<file path="config.mk">
export PLATFORM = sky130hd
export DESIGN_NAME = dpm_mapper
export DESIGN_NICKNAME = d
export VERILOG_FILES = /design/src/dpm_mapper.v
export VERILOG_INCLUDE_DIRS = /design/src
export SDC_FILE = /design/constraint.sdc
export NUM_CORES = 1
export LEC_CHECK = 0
export BUFFER_PORTS_ARGS = -buffer_cell sky130_fd_sc_hd__buf_2
export CORE_MARGIN = 5
export CORE_UTILIZATION = 36
export DETAILED_ROUTE_END_ITERATION = 12
export GPL_ROUTABILITY_DRIVEN = 0
export HOLD_SLACK_MARGIN = 0.05
export MAX_ROUTING_LAYER = met4
export PLACE_DENSITY = 0.57
export SLEW_MARGIN = 20
export SYNTH_ARGS = -nofsm -noshare
export SYNTH_HDL_FRONTEND = slang
export SYNTH_SLANG_ARGS = --single-unit
export TNS_END_PERCENT = 10
</file>
<file path="constraint.sdc">
create_clock -name core_clk_in -period 2.35 [get_ports core_clk_in]
set_clock_uncertainty 0.1 [all_clocks]
set_input_delay 0.235 -clock core_clk_in [delete_from_list [all_inputs] [get_ports core_clk_in]]
set_output_delay 0.235 -clock core_clk_in [all_outputs]
set_load 0.01 [all_outputs]
</file>
<file path="src/dpm_map.vh">
// Constants for the payload mapper: mode codes, slot limits, field widths
`ifndef DPM_MAP_VH
`define DPM_MAP_VH

// ************************************
// Mapping modes
// ************************************
`define DPM_MODE_CLEAR_BIT 3'h0
`define DPM_MODE_CLEAR_BYTE 3'h1
`define DPM_MODE_UNSTRUCT 3'h2
`define DPM_MODE_UNALIGNED 3'h3
`define DPM_MODE_ALIGNED 3'h4

// ************************************
// Slot count limits and bit constants
// ************************************
`define DPM_N_MIN 6'h03
`define DPM_N_MAX 6'h24
`define DPM_N_FULL_FRAME 6'h20
`define DPM_N_MULTI_FRAC_MAX 6'h10
`define DPM_I_NONE 3'h0
`define DPM_BYTE_BITS 4'h8
`define DPM_LAST_BIT 3'h7

// ************************************
// Field widths
// ************************************
`define DPM_MODE_W 3
`define DPM_N_W 6
`define DPM_I_W 3
`define DPM_POS_W 9

`endif

</file>
<file path="src/dpm_mapper.v">
// Payload mapper placing user bit or byte streams into tagged sub-block bits
`timescale 1ns/1ns
`include "dpm_map.vh"

module dpm_mapper #(
  parameter MAX_PAIRS = 4,
  parameter PAIR_W = 2
) (
  input wire core_clk_in,
  input wire nrst_in,
  input wire enable_in,
  input wire [`DPM_MODE_W-1:0] mode_in,
  input wire [`DPM_N_W-1:0] n_slots_in,
  input wire [`DPM_I_W-1:0] i_bits_in,
  input wire [PAIR_W:0] pairs_in,
  input wire bit_in,
  input wire bit_valid_in,
  output wire bit_ready_out,
  input wire [7:0] byte_in,
  input wire byte_valid_in,
  input wire frame_start_in,
  output wire byte_ready_out,
  output wire map_valid_out,
  output wire map_bit_out,
  output wire [PAIR_W-1:0] map_pair_out,
  output wire [`DPM_POS_W-1:0] map_pos_out,
  output wire map_sob_out,
  output wire slip_out,
  output wire running_out,
  output wire cfg_err_out
);

  // ************************************
  // Helpers
  // ************************************
  function is_byte_mode;
    input [`DPM_MODE_W-1:0] m;
    begin
      is_byte_mode = (m == `DPM_MODE_CLEAR_BYTE) || (m == `DPM_MODE_ALIGNED);
    end
  endfunction

  function in_range;
    input [`DPM_N_W-1:0] v;
    input [`DPM_N_W-1:0] lo;
    input [`DPM_N_W-1:0] hi;
    begin
      in_range = (v >= lo) && (v <= hi);
    end
  endfunction

  function cfg_ok;
    input [`DPM_MODE_W-1:0] m;
    input [`DPM_N_W-1:0] n;
    input [`DPM_I_W-1:0] i;
    input [PAIR_W:0] p;
    reg [PAIR_W+`DPM_N_W:0] tot;
    begin
      tot = p * n;
      cfg_ok = 1'b0;
      if (p != 0 && p <= MAX_PAIRS) begin
        case (m)
          `DPM_MODE_CLEAR_BIT,
          `DPM_MODE_UNSTRUCT: begin
            cfg_ok = in_range(n, `DPM_N_MIN, `DPM_N_MAX);
          end
          `DPM_MODE_CLEAR_BYTE: begin
            cfg_ok = (i == `DPM_I_NONE) && in_range(n, `DPM_N_MIN, `DPM_N_MAX);
          end
          `DPM_MODE_UNALIGNED: begin
            cfg_ok = (i == `DPM_I_NONE) && (n == `DPM_N_FULL_FRAME) && (p == 1);
          end
          `DPM_MODE_ALIGNED: begin
            if (p == 1) begin
              cfg_ok = (i == `DPM_I_NONE) && in_range(n, `DPM_N_MIN, `DPM_N_FULL_FRAME);
            end else begin
              cfg_ok = (i == `DPM_I_NONE) && !tot[0] &&
                       ((tot == `DPM_N_FULL_FRAME) ||
                        in_range(n, `DPM_N_MIN, `DPM_N_MULTI_FRAC_MAX));
            end
          end
          default: begin
            cfg_ok = 1'b0;
          end
        endcase
      end
    end
  endfunction

  // ************************************
  // State
  // ************************************
  reg [`DPM_MODE_W-1:0] mode_ff, nxt_mode;
  reg [`DPM_N_W-1:0] n_ff, nxt_n;
  reg [`DPM_I_W-1:0] i_ff, nxt_i;
  reg [PAIR_W:0] m_ff, nxt_m;
  reg run_ff, nxt_run;
  reg err_ff, nxt_err;
  reg [`DPM_POS_W-1:0] pos_ff, nxt_pos;
  reg [PAIR_W-1:0] pair_ff, nxt_pair;
  reg [`DPM_N_W-1:0] slot_ff, nxt_slot;
  reg [2:0] bidx_ff, nxt_bidx;
  reg [7:0] sr_ff, nxt_sr;
  reg busy_ff, nxt_busy;
  reg bit_rdy_ff, nxt_bit_rdy;
  reg byte_rdy_ff, nxt_byte_rdy;
  reg mv_ff, nxt_mv;
  reg mb_ff, nxt_mb;
  reg [PAIR_W-1:0] mp_ff, nxt_mp;
  reg [`DPM_POS_W-1:0] mpos_ff, nxt_mpos;
  reg sob_ff, nxt_sob;
  reg slip_ff, nxt_slip;
  reg [`DPM_POS_W-1:0] ks_last;
  reg at_start;

  // ************************************
  // Next state
  // ************************************
  always @* begin
    nxt_mode = mode_ff;
    nxt_n = n_ff;
    nxt_i = i_ff;
    nxt_m = m_ff;
    nxt_run = run_ff;
    nxt_err = err_ff;
    nxt_pos = pos_ff;
    nxt_pair = pair_ff;
    nxt_slot = slot_ff;
    nxt_bidx = bidx_ff;
    nxt_sr = sr_ff;
    nxt_busy = busy_ff;
    nxt_mv = 1'b0;
    nxt_mb = mb_ff;
    nxt_mp = mp_ff;
    nxt_mpos = mpos_ff;
    nxt_sob = 1'b0;
    nxt_slip = 1'b0;
    ks_last = {n_ff, 3'h0} + {{(`DPM_POS_W-`DPM_I_W){1'b0}}, i_ff} - 9'h001;
    at_start = (pos_ff == 0) && (pair_ff == 0) && (slot_ff == 0) && !busy_ff;
    if (at_start || !run_ff) begin
      nxt_mode = mode_in;
      nxt_n = n_slots_in;
      nxt_i = i_bits_in;
      nxt_m = pairs_in;
      nxt_err = enable_in && !cfg_ok(mode_in, n_slots_in, i_bits_in, pairs_in);
      nxt_run = enable_in && cfg_ok(mode_in, n_slots_in, i_bits_in, pairs_in);
      if (!nxt_run) begin
        nxt_pos = {`DPM_POS_W{1'b0}};
        nxt_pair = {PAIR_W{1'b0}};
        nxt_slot = {`DPM_N_W{1'b0}};
        nxt_busy = 1'b0;
      end
    end
    if (run_ff && !is_byte_mode(mode_ff) && bit_valid_in && bit_rdy_ff) begin
      nxt_mv = 1'b1;
      nxt_mb = bit_in;
      nxt_mp = pair_ff;
      nxt_mpos = pos_ff;
      nxt_sob = (pos_ff == 0) && (pair_ff == 0);
      if (pos_ff == ks_last) begin
        nxt_pos = {`DPM_POS_W{1'b0}};
        nxt_pair = (pair_ff == m_ff - 1) ? {PAIR_W{1'b0}} : pair_ff + 1'b1;
      end else begin
        nxt_pos = pos_ff + 1'b1;
      end
    end
    if (run_ff && busy_ff) begin
      nxt_mv = 1'b1;
      nxt_mb = sr_ff[0];
      nxt_mp = pair_ff;
      nxt_mpos = {slot_ff, bidx_ff};
      nxt_sob = (slot_ff == 0) && (pair_ff == 0) && (bidx_ff == 0);
      nxt_sr = {1'b0, sr_ff[7:1]};
      nxt_bidx = bidx_ff + 1'b1;
      if (bidx_ff == `DPM_LAST_BIT) begin
        nxt_busy = 1'b0;
        if (pair_ff == m_ff - 1) begin
          nxt_pair = {PAIR_W{1'b0}};
          nxt_slot = (slot_ff == n_ff - 1) ? {`DPM_N_W{1'b0}} : slot_ff + 1'b1;
        end else begin
          nxt_pair = pair_ff + 1'b1;
        end
      end
    end else if (run_ff && is_byte_mode(mode_ff) && byte_valid_in && byte_rdy_ff) begin
      nxt_sr = byte_in;
      nxt_busy = 1'b1;
      nxt_bidx = 3'h0;
      if (mode_ff == `DPM_MODE_ALIGNED && frame_start_in && !at_start) begin
        nxt_slot = {`DPM_N_W{1'b0}};
        nxt_pair = {PAIR_W{1'b0}};
        nxt_slip = 1'b1;
      end
    end
    nxt_bit_rdy = nxt_run && !is_byte_mode(nxt_mode);
    nxt_byte_rdy = nxt_run && is_byte_mode(nxt_mode) && !nxt_busy;
  end

  // ************************************
  // Registers
  // ************************************
  // Async reset loads constants only
  always @(posedge core_clk_in or negedge nrst_in) begin
    if (!nrst_in) begin
      mode_ff <= `DPM_MODE_CLEAR_BIT;
      n_ff <= `DPM_N_MIN;
      i_ff <= `DPM_I_NONE;
      m_ff <= {{PAIR_W{1'b0}}, 1'b1};
      run_ff <= 1'b0;
      err_ff <= 1'b0;
      pos_ff <= {`DPM_POS_W{1'b0}};
      pair_ff <= {PAIR_W{1'b0}};
      slot_ff <= {`DPM_N_W{1'b0}};
      bidx_ff <= 3'h0;
      sr_ff <= 8'h00;
      busy_ff <= 1'b0;
      bit_rdy_ff <= 1'b0;
      byte_rdy_ff <= 1'b0;
      mv_ff <= 1'b0;
      mb_ff <= 1'b0;
      mp_ff <= {PAIR_W{1'b0}};
      mpos_ff <= {`DPM_POS_W{1'b0}};
      sob_ff <= 1'b0;
      slip_ff <= 1'b0;
    end else begin
      mode_ff <= nxt_mode;
      n_ff <= nxt_n;
      i_ff <= nxt_i;
      m_ff <= nxt_m;
      run_ff <= nxt_run;
      err_ff <= nxt_err;
      pos_ff <= nxt_pos;
      pair_ff <= nxt_pair;
      slot_ff <= nxt_slot;
      bidx_ff <= nxt_bidx;
      sr_ff <= nxt_sr;
      busy_ff <= nxt_busy;
      bit_rdy_ff <= nxt_bit_rdy;
      byte_rdy_ff <= nxt_byte_rdy;
      mv_ff <= nxt_mv;
      mb_ff <= nxt_mb;
      mp_ff <= nxt_mp;
      mpos_ff <= nxt_mpos;
      sob_ff <= nxt_sob;
      slip_ff <= nxt_slip;
    end
  end

  // ************************************
  // Outputs
  // ************************************
  assign bit_ready_out = bit_rdy_ff;
  assign byte_ready_out = byte_rdy_ff;
  assign map_valid_out = mv_ff;
  assign map_bit_out = mb_ff;
  assign map_pair_out = mp_ff;
  assign map_pos_out = mpos_ff;
  assign map_sob_out = sob_ff;
  assign slip_out = slip_ff;
  assign running_out = run_ff;
  assign cfg_err_out = err_ff;

endmodule // dpm_mapper

</file>
=== Yosys cells after proc, flatten, opt, wreduce, memory -nomap -nowiden ===
Cells that the tools add are included.

* Reduce and logical (&&, ||, !) cells: 53
* Eq/ne operators: 16
* Order comparisons: 5
* $add $sub $neg: 8
* Multiplexer cells: 49
* $mul: 1

{| class="wikitable"
|+ Operators with widths
! kind !! count
|-
| 9-bit two-way mux || 6
|-
| 6-bit two-way mux || 8
|-
| 2-bit by 32-bit equality test with 1-bit output || 1
|-
| 6-bit by 32-bit equality test with 1-bit output || 1
|-
| 1-bit logical AND || 29
|-
| 2-bit two-way mux || 11
|-
| 1-bit two-way mux || 18
|-
| 8-bit two-way mux || 2
|-
| 3-bit by 1-bit equality test with 1-bit output, second input constant || 4
|-
| 3-bit equality test, second input constant || 4
|-
| 6-bit less-or-equal comparator, second input constant || 2
|-
| 9-bit by 1-bit adder with 9-bit output, second input constant || 1
|-
| 9-bit by 3-bit adder with 9-bit output || 1
|-
| 9-bit by 6-bit equality test with 1-bit output, second input constant || 1
|-
| 9-bit equality test || 1
|-
| 3-bit logical NOT || 3
|-
| 9-bit logical NOT || 1
|-
| 3-bit by 6-bit multiplier with 9-bit output || 1
|-
| 3-bit two-way mux || 3
|-
| 9-bit by 1-bit subtractor with 9-bit output, second input constant || 1
|-
| 1-bit logical NOT || 8
|-
| 6-bit by 1-bit subtractor with 7-bit output, second input constant || 1
|-
| 6-bit by 1-bit adder with 6-bit output, second input constant || 1
|-
| 3-bit by 2-bit equality test with 1-bit output, second input constant || 2
|-
| 16 further kinds || 21
|}

* Logic and storage cells: 152
* Flip-flop bits (word level): 63

=== Depth between registers and ports, before layout ===
* Word-level depth: 16
* Gate-level depth with buffers: 12
* Depth with buffers taken out: 11

=== Least setup slack after synthesis ===
Ideal clock, no wire load.

* Path kind: input -> register
* Start: input port n_slots_in[0]
* End: register slot_ff[1]
* Cell stages on the path: 12
* Library setup time: 83 ps
* Arrival time: 3298 ps
* Slack: -1131 ps
* Data required time: 2167 ps
* Cells stage by stage: clkbuf_1 nand2_1 fa_1 inv_1 ha_1 fa_1 nor3_1 nand4_1 or4_1 a311oi_4 o211ai_2 o22ai_1

* Cells in the longest elaborated chain, start to end: 14
* Elaborated cells between the ends (all ways): 30
* Those cells by class: mul: 1; order compare: 4; eq/ne: 2; mux: 11; reduce/logical: 12

{| class="wikitable"
|+ RTL lines
! item !! line !! source
|-
| from (decl) || dpm_mapper.v:13 || <nowiki>input wire [`DPM_N_W-1:0] n_slots_in,</nowiki>
|-
| 3-bit by 6-bit multiplier with 9-bit output (tied with other cells) || dpm_mapper.v:59 || <nowiki>tot = p * n;</nowiki>
|-
| 9-bit by 6-bit equality test with 1-bit output (no line) (tied with other cells) || n/a ||
|-
| 1-bit logical OR or 1-bit logical AND (tied branches) || dpm_mapper.v:78, dpm_mapper.v:77 ||
|-
| 1-bit logical AND || dpm_mapper.v:77 || <nowiki>cfg_ok = (i == `DPM_I_NONE) && !tot[0] &&</nowiki>
|-
| 1-bit two-way mux || dpm_mapper.v:74 || <nowiki>if (p == 1) begin</nowiki>
|-
| 1-bit case mux with 4 select lines (*) || dpm_mapper.v:62 || <nowiki>case (m)</nowiki>
|-
| 1-bit two-way mux (*) || dpm_mapper.v:61 || <nowiki>if (p != 0 && p <= MAX_PAIRS) begin</nowiki>
|-
| 1-bit two-way mux (*) || dpm_mapper.v:140 || <nowiki>if (at_start || !run_ff) begin</nowiki>
|-
| 1-bit logical AND (*) || dpm_mapper.v:146 || <nowiki>nxt_run = enable_in && cfg_ok(mode_in, n_slots_in, i_bits_in, pairs_in);</nowiki>
|-
| 6-bit two-way mux (*) || dpm_mapper.v:147 || <nowiki>if (!nxt_run) begin</nowiki>
|-
| 6-bit two-way mux (*) || dpm_mapper.v:140 ||
|-
| 6-bit two-way mux, on equally long branches || dpm_mapper.v:188, dpm_mapper.v:177 ||
|-
| 6-bit two-way mux, on equally long branches || dpm_mapper.v:184, dpm_mapper.v:175 ||
|-
| 6-bit two-way mux (*) || dpm_mapper.v:167 || <nowiki>if (run_ff && busy_ff) begin</nowiki>
|-
| net nxt_slot[1] || dpm_mapper.v:101 || <nowiki>reg [`DPM_N_W-1:0] slot_ff, nxt_slot;</nowiki>
|-
| to (signal assigned) || dpm_mapper.v:212 || <nowiki>slot_ff <= {`DPM_N_W{1'b0}};</nowiki>
|-
| to (signal assigned) || dpm_mapper.v:233 || <nowiki>slot_ff <= nxt_slot;</nowiki>
|-
| to (decl) || dpm_mapper.v:101 ||
|}

The timed path passes the listed nets; every way through them passes the cells marked *. The select of a mux whose other input is x is not followed.
A chain may end at the register's enable or synchronous reset.

=== Final worst setup path ===
* Start: input port pairs_in[2]
* End: register slot_ff[2]

* Cells in the longest elaborated chain, start to end: 14
* Elaborated cells between the ends (all ways): 21
* Those cells by class: mul: 1; order compare: 1; eq/ne: 2; mux: 11; reduce/logical: 6

{| class="wikitable"
|+ RTL lines
! item !! line !! source
|-
| from (decl) || dpm_mapper.v:15 || <nowiki>input wire [PAIR_W:0] pairs_in,</nowiki>
|-
| 3-bit by 6-bit multiplier with 9-bit output || dpm_mapper.v:59 ||
|-
| 9-bit by 6-bit equality test with 1-bit output (no line) || n/a ||
|-
| 1-bit logical OR || dpm_mapper.v:78 || <nowiki>((tot == `DPM_N_FULL_FRAME) ||</nowiki>
|-
| 1-bit logical AND || dpm_mapper.v:77 ||
|-
| 1-bit two-way mux || dpm_mapper.v:74 ||
|-
| 1-bit case mux with 4 select lines || dpm_mapper.v:62 ||
|-
| 1-bit two-way mux (*) || dpm_mapper.v:61 ||
|-
| 1-bit two-way mux (*) || dpm_mapper.v:140 ||
|-
| 1-bit logical AND (*) || dpm_mapper.v:146 ||
|-
| 6-bit two-way mux (*) || dpm_mapper.v:147 ||
|-
| 6-bit two-way mux (*) || dpm_mapper.v:140 ||
|-
| 6-bit two-way mux, on equally long branches || dpm_mapper.v:188, dpm_mapper.v:177 ||
|-
| 6-bit two-way mux, on equally long branches || dpm_mapper.v:184, dpm_mapper.v:175 ||
|-
| 6-bit two-way mux (*) || dpm_mapper.v:167 ||
|-
| net nxt_slot[2] || dpm_mapper.v:101 ||
|}

Marks and branches as above.

==> metrics.md <==
| Metric | Value |
|---|---|
| Cell Area, Placed | 5036 um^2 |
| Final Critical Period | between 2 and 3 ns |
| First-pass GRT wire length | approximately 19 mm |
| HP Class | primary input to flop |
| Tot Pwr | 3357 uW |
| Max Cap Viol | 0 |
| Top cell type's share of synthesized area | 36.03% |
| CTS H-tree depth | 3 |
| Clk Latency, worst-skew pair | 0.33 ns |
| Initial Utilization | a little over a third |
| Final Max Tran Viols | 0 |
| Initial antenna violation count | 0 |
| Diodes inserted | 0 |
| Grt ovf | 0 |
| CTS buffer count | 9 |
| Number of synthesized flops with an enable pin | 0 |
| Worst-margin pin slew | 0.6483 ns |
| Failing checks | negative setup slack |
| Setup violations, final | 22 |
| Total GRT Usage | between 10% and 20% |
| Required @ worst endpoint | approximately 2.5 ns |
| Final worst setup slack | -0.5215 ns |
| Crit. End Element | flop |
| Design Area, Final | 5492 um^2 |
| Largest net degree at the start of global routing | 38 |
| Worst Path Max Fanout | 7 |
| Synthesized Nets | 522 |
| Clock Sinks | between 60 and 70 |
| Area Growth Syn to Fin | 31.76% |
| Die area | ~14000 um^2 |
| Ports | roughly 50 |
| Root buf cell | clkbuf_16 |
| Clock Pin Slew Worst Setup and Hold Paths | around 0.050 ns |
| Post-Route WL | between 10 and 15 mm |
| TritonCTS clock tree | done |
| Post-Syn Area | about 4200 um^2 |
| Sequential area share after synthesis | between 30% and 40% |
| Period Utilization, post-route | 122.2% |
| 1st-iter DRT viols | 220 |
| Cell Chain, Critical Path | buf_8, nand2_4, fa_1, inv_1, ha_2, fa_1, nor3_1, nand4_1, or4_4, a311oi_4, buf_6, o211ai_4, o22ai_1 |
| DRC viols | 0 |
| DR pass1 iterations | 4 |
| Top cells by count, synth | nand2_1, dfrtp_1, inv_1 |
| Routed WL per cell | 15.37 um |
| Synth Instances | between 400 and 500 |
| RSZ-0062 raised after global routing | yes |
| Buffers on Ports | 48 |
| Pleak | between 0.002 and 0.003 uW |
| Maximum vdd drop | 0.3707 mV |
| Nature of the critical path startpoint | primary input |
| CTS Buffer Depth | 2 |
| DR vias/cell | 5.202 |
| Yosys reg bits | between 60 and 70 |
| Power Density | slightly above 600 nW/um^2 |
| Maximum operating frequency | 348.2 MHz |
| Worst Setup Path Type | primary input to flop |
| Synth area leader | dfrtp_1 |
| Post-Syn Area per Cell | a little under 9 um^2 |
| Die X-Extent | between 100 and 150 um |
| DRT antenna net count | 0 |
| Arrival time worst endpoint | between 3 and 4 ns |
| Cell with the most instances after synthesis | nand2_1 |
| Slowest-stage cell, CP | fa_1 |
| Final net count | approximately 630 |
| Final hold vios | 0 |
| Synth warnings | 0 |
| Core area | 11370 um^2 |
| Die Y | 117.6 um |
| HPWL after detailed placement | between 8 and 9 mm |
| Ys flop type | dfrtp_1 |
| Vias in the first global route | between 3k and 4k |
| Rel. slew slack | between 50% and 60% |
| Routed vias | ~3.8k |
| Status | finished, violations left |
| CP most frequent cell | fa_1 |
| Share of cells above drive strength 1 | between 30% and 40% |
| Async S/R FF share, synth | 100.0% |
| CP max stage delay | around 0.52 ns |
| # rows | 39 |
| Largest cells by area after synthesis | dfrtp_1, ha_1, nand2_1, o21ai_0, inv_1 |
| Netlist cell types | 58 |
[cell families after synthesis]
group	after synthesis	synth area share [%]
simple gates	165	19.45
fa+ha+maj	25	8.406
xor+xnor	24	5.044
flops	63	37.92
mux	22	5.584
compound gates	101	17.20
buf+inv	67	6.394
[worst paths after layout]
path	start	cells past startpoint	endpoint	slack, ns
setup / recovery	pairs_in[2]	13	slot_ff[2]	-0.52
max in group asynchronous	nrst_in	3	m_ff[0]	1.07
hold / removal	byte_in[7]	3	sr_ff[7]	0.06
setup reg to reg	n_ff[0]	9	pos_ff[5]	-0.16
min in group asynchronous	nrst_in	2	map_pos_out[5]	0.38
hold reg to reg	sr_ff[6]	2	sr_ff[5]	0.38
[what timing repair did]
item / 4_1_cts / 5_1_grt
hold buffers: 4 / 0
endpoints found under the setup margin: 30 / 30
resized for setup: 24 / 10
pin swaps: 9 / 4
endpoints found under the hold margin: 29 / 0
gates cloned: 1 / 0
buffers inserted: 2 / 0
[layout by cell type, fill, tap and decap left out, types with 4 or more instances in the layout]
cell,instances
buf_4,71
nand2_1,60
dfrtp_1,60
buf_2,43
inv_1,41
nor2_1,32
o21ai_0,25
ha_1,18
xnor2_1,15
a31oi_1,15
mux2i_1,12
nor3_1,11
nand3_1,11
mux2_2,10
and2_1,9
xor2_1,9
clkbuf_16,9
o221ai_1,8
a21oi_1,7
o22ai_1,6
o21ai_1,6
fa_1,5
and3_1,4
nand4_1,4
nor2b_1,4
dlygate4sd3_1,4
[registers in the layout, summed over array words and instances (netlist names), 2 cells and up]
| signal | count |
|---|---|
| sr_ff | 8 |
| m_ff | 3 |
| i_ff | 3 |
| pair_ff | 2 |
| bidx_ff | 3 |
| map_pos_out | 9 |
| pos_ff | 9 |
| mode_ff | 3 |
| slot_ff | 6 |
| n_ff | 6 |
| map_pair_out | 2 |
[stage by stage]
stage / std cells / setup TNS [ns] / hold slack [ns] / util [%] / setup slack, ns
after global placement: 703 / -20.97 / 0.1883 / 44.29 / -0.9823
after floorplan: 467 / -15.89 / -0.1606 / - / -0.7985
after detailed placement: 703 / -20.91 / 0.1961 / 44.29 / -1.019
after global routing: 726 / -11.59 / 0.06608 / 48.30 / -0.5918
after CTS: 726 / -9.134 / 0.05653 / 47.91 / -0.4773
final: 726 / -9.556 / 0.05874 / 48.30 / -0.5215
[report_power, final]
| part | leakage [uW] | internal [uW] | switching [uW] |
|---|---|---|---|
| Combinational | 0.00174 | 412 | 449 |
| Sequential | 0.000717 | 1190 | 81.4 |
| Clock | 0.000136 | 714 | 507 |
[layer usage]
layer	vias up	track usage, %	part of all wire (%)
li1	1868	-	-
met1	1824	21.41	46
met2	75	28.01	50
met3	10	3.460	3.5
met4	0	5.018	1.3
met5	-	-	0
[layout make-up]
cell class | count | area [um^2]
tap | 143 | 178.9
clock inverter | 7 | 48.80
sequential | 63 | 1580
fill | 1085 | 5878
multi-input combinational | 338 | 2412
clock buffer | 9 | 225.2
timing repair buffer | 125 | 892.1
inverter | 41 | 153.9
[critical path: cells and delay by family]
family	cells	cell delay, ns
adder cells (fa/ha/maj)	3	1.11
buffers and inverters	3	0.32
AND/OR/NAND/NOR	4	0.79
AO/OA/AOI/OAI	3	0.56
(Power assumes the default switching activity.)
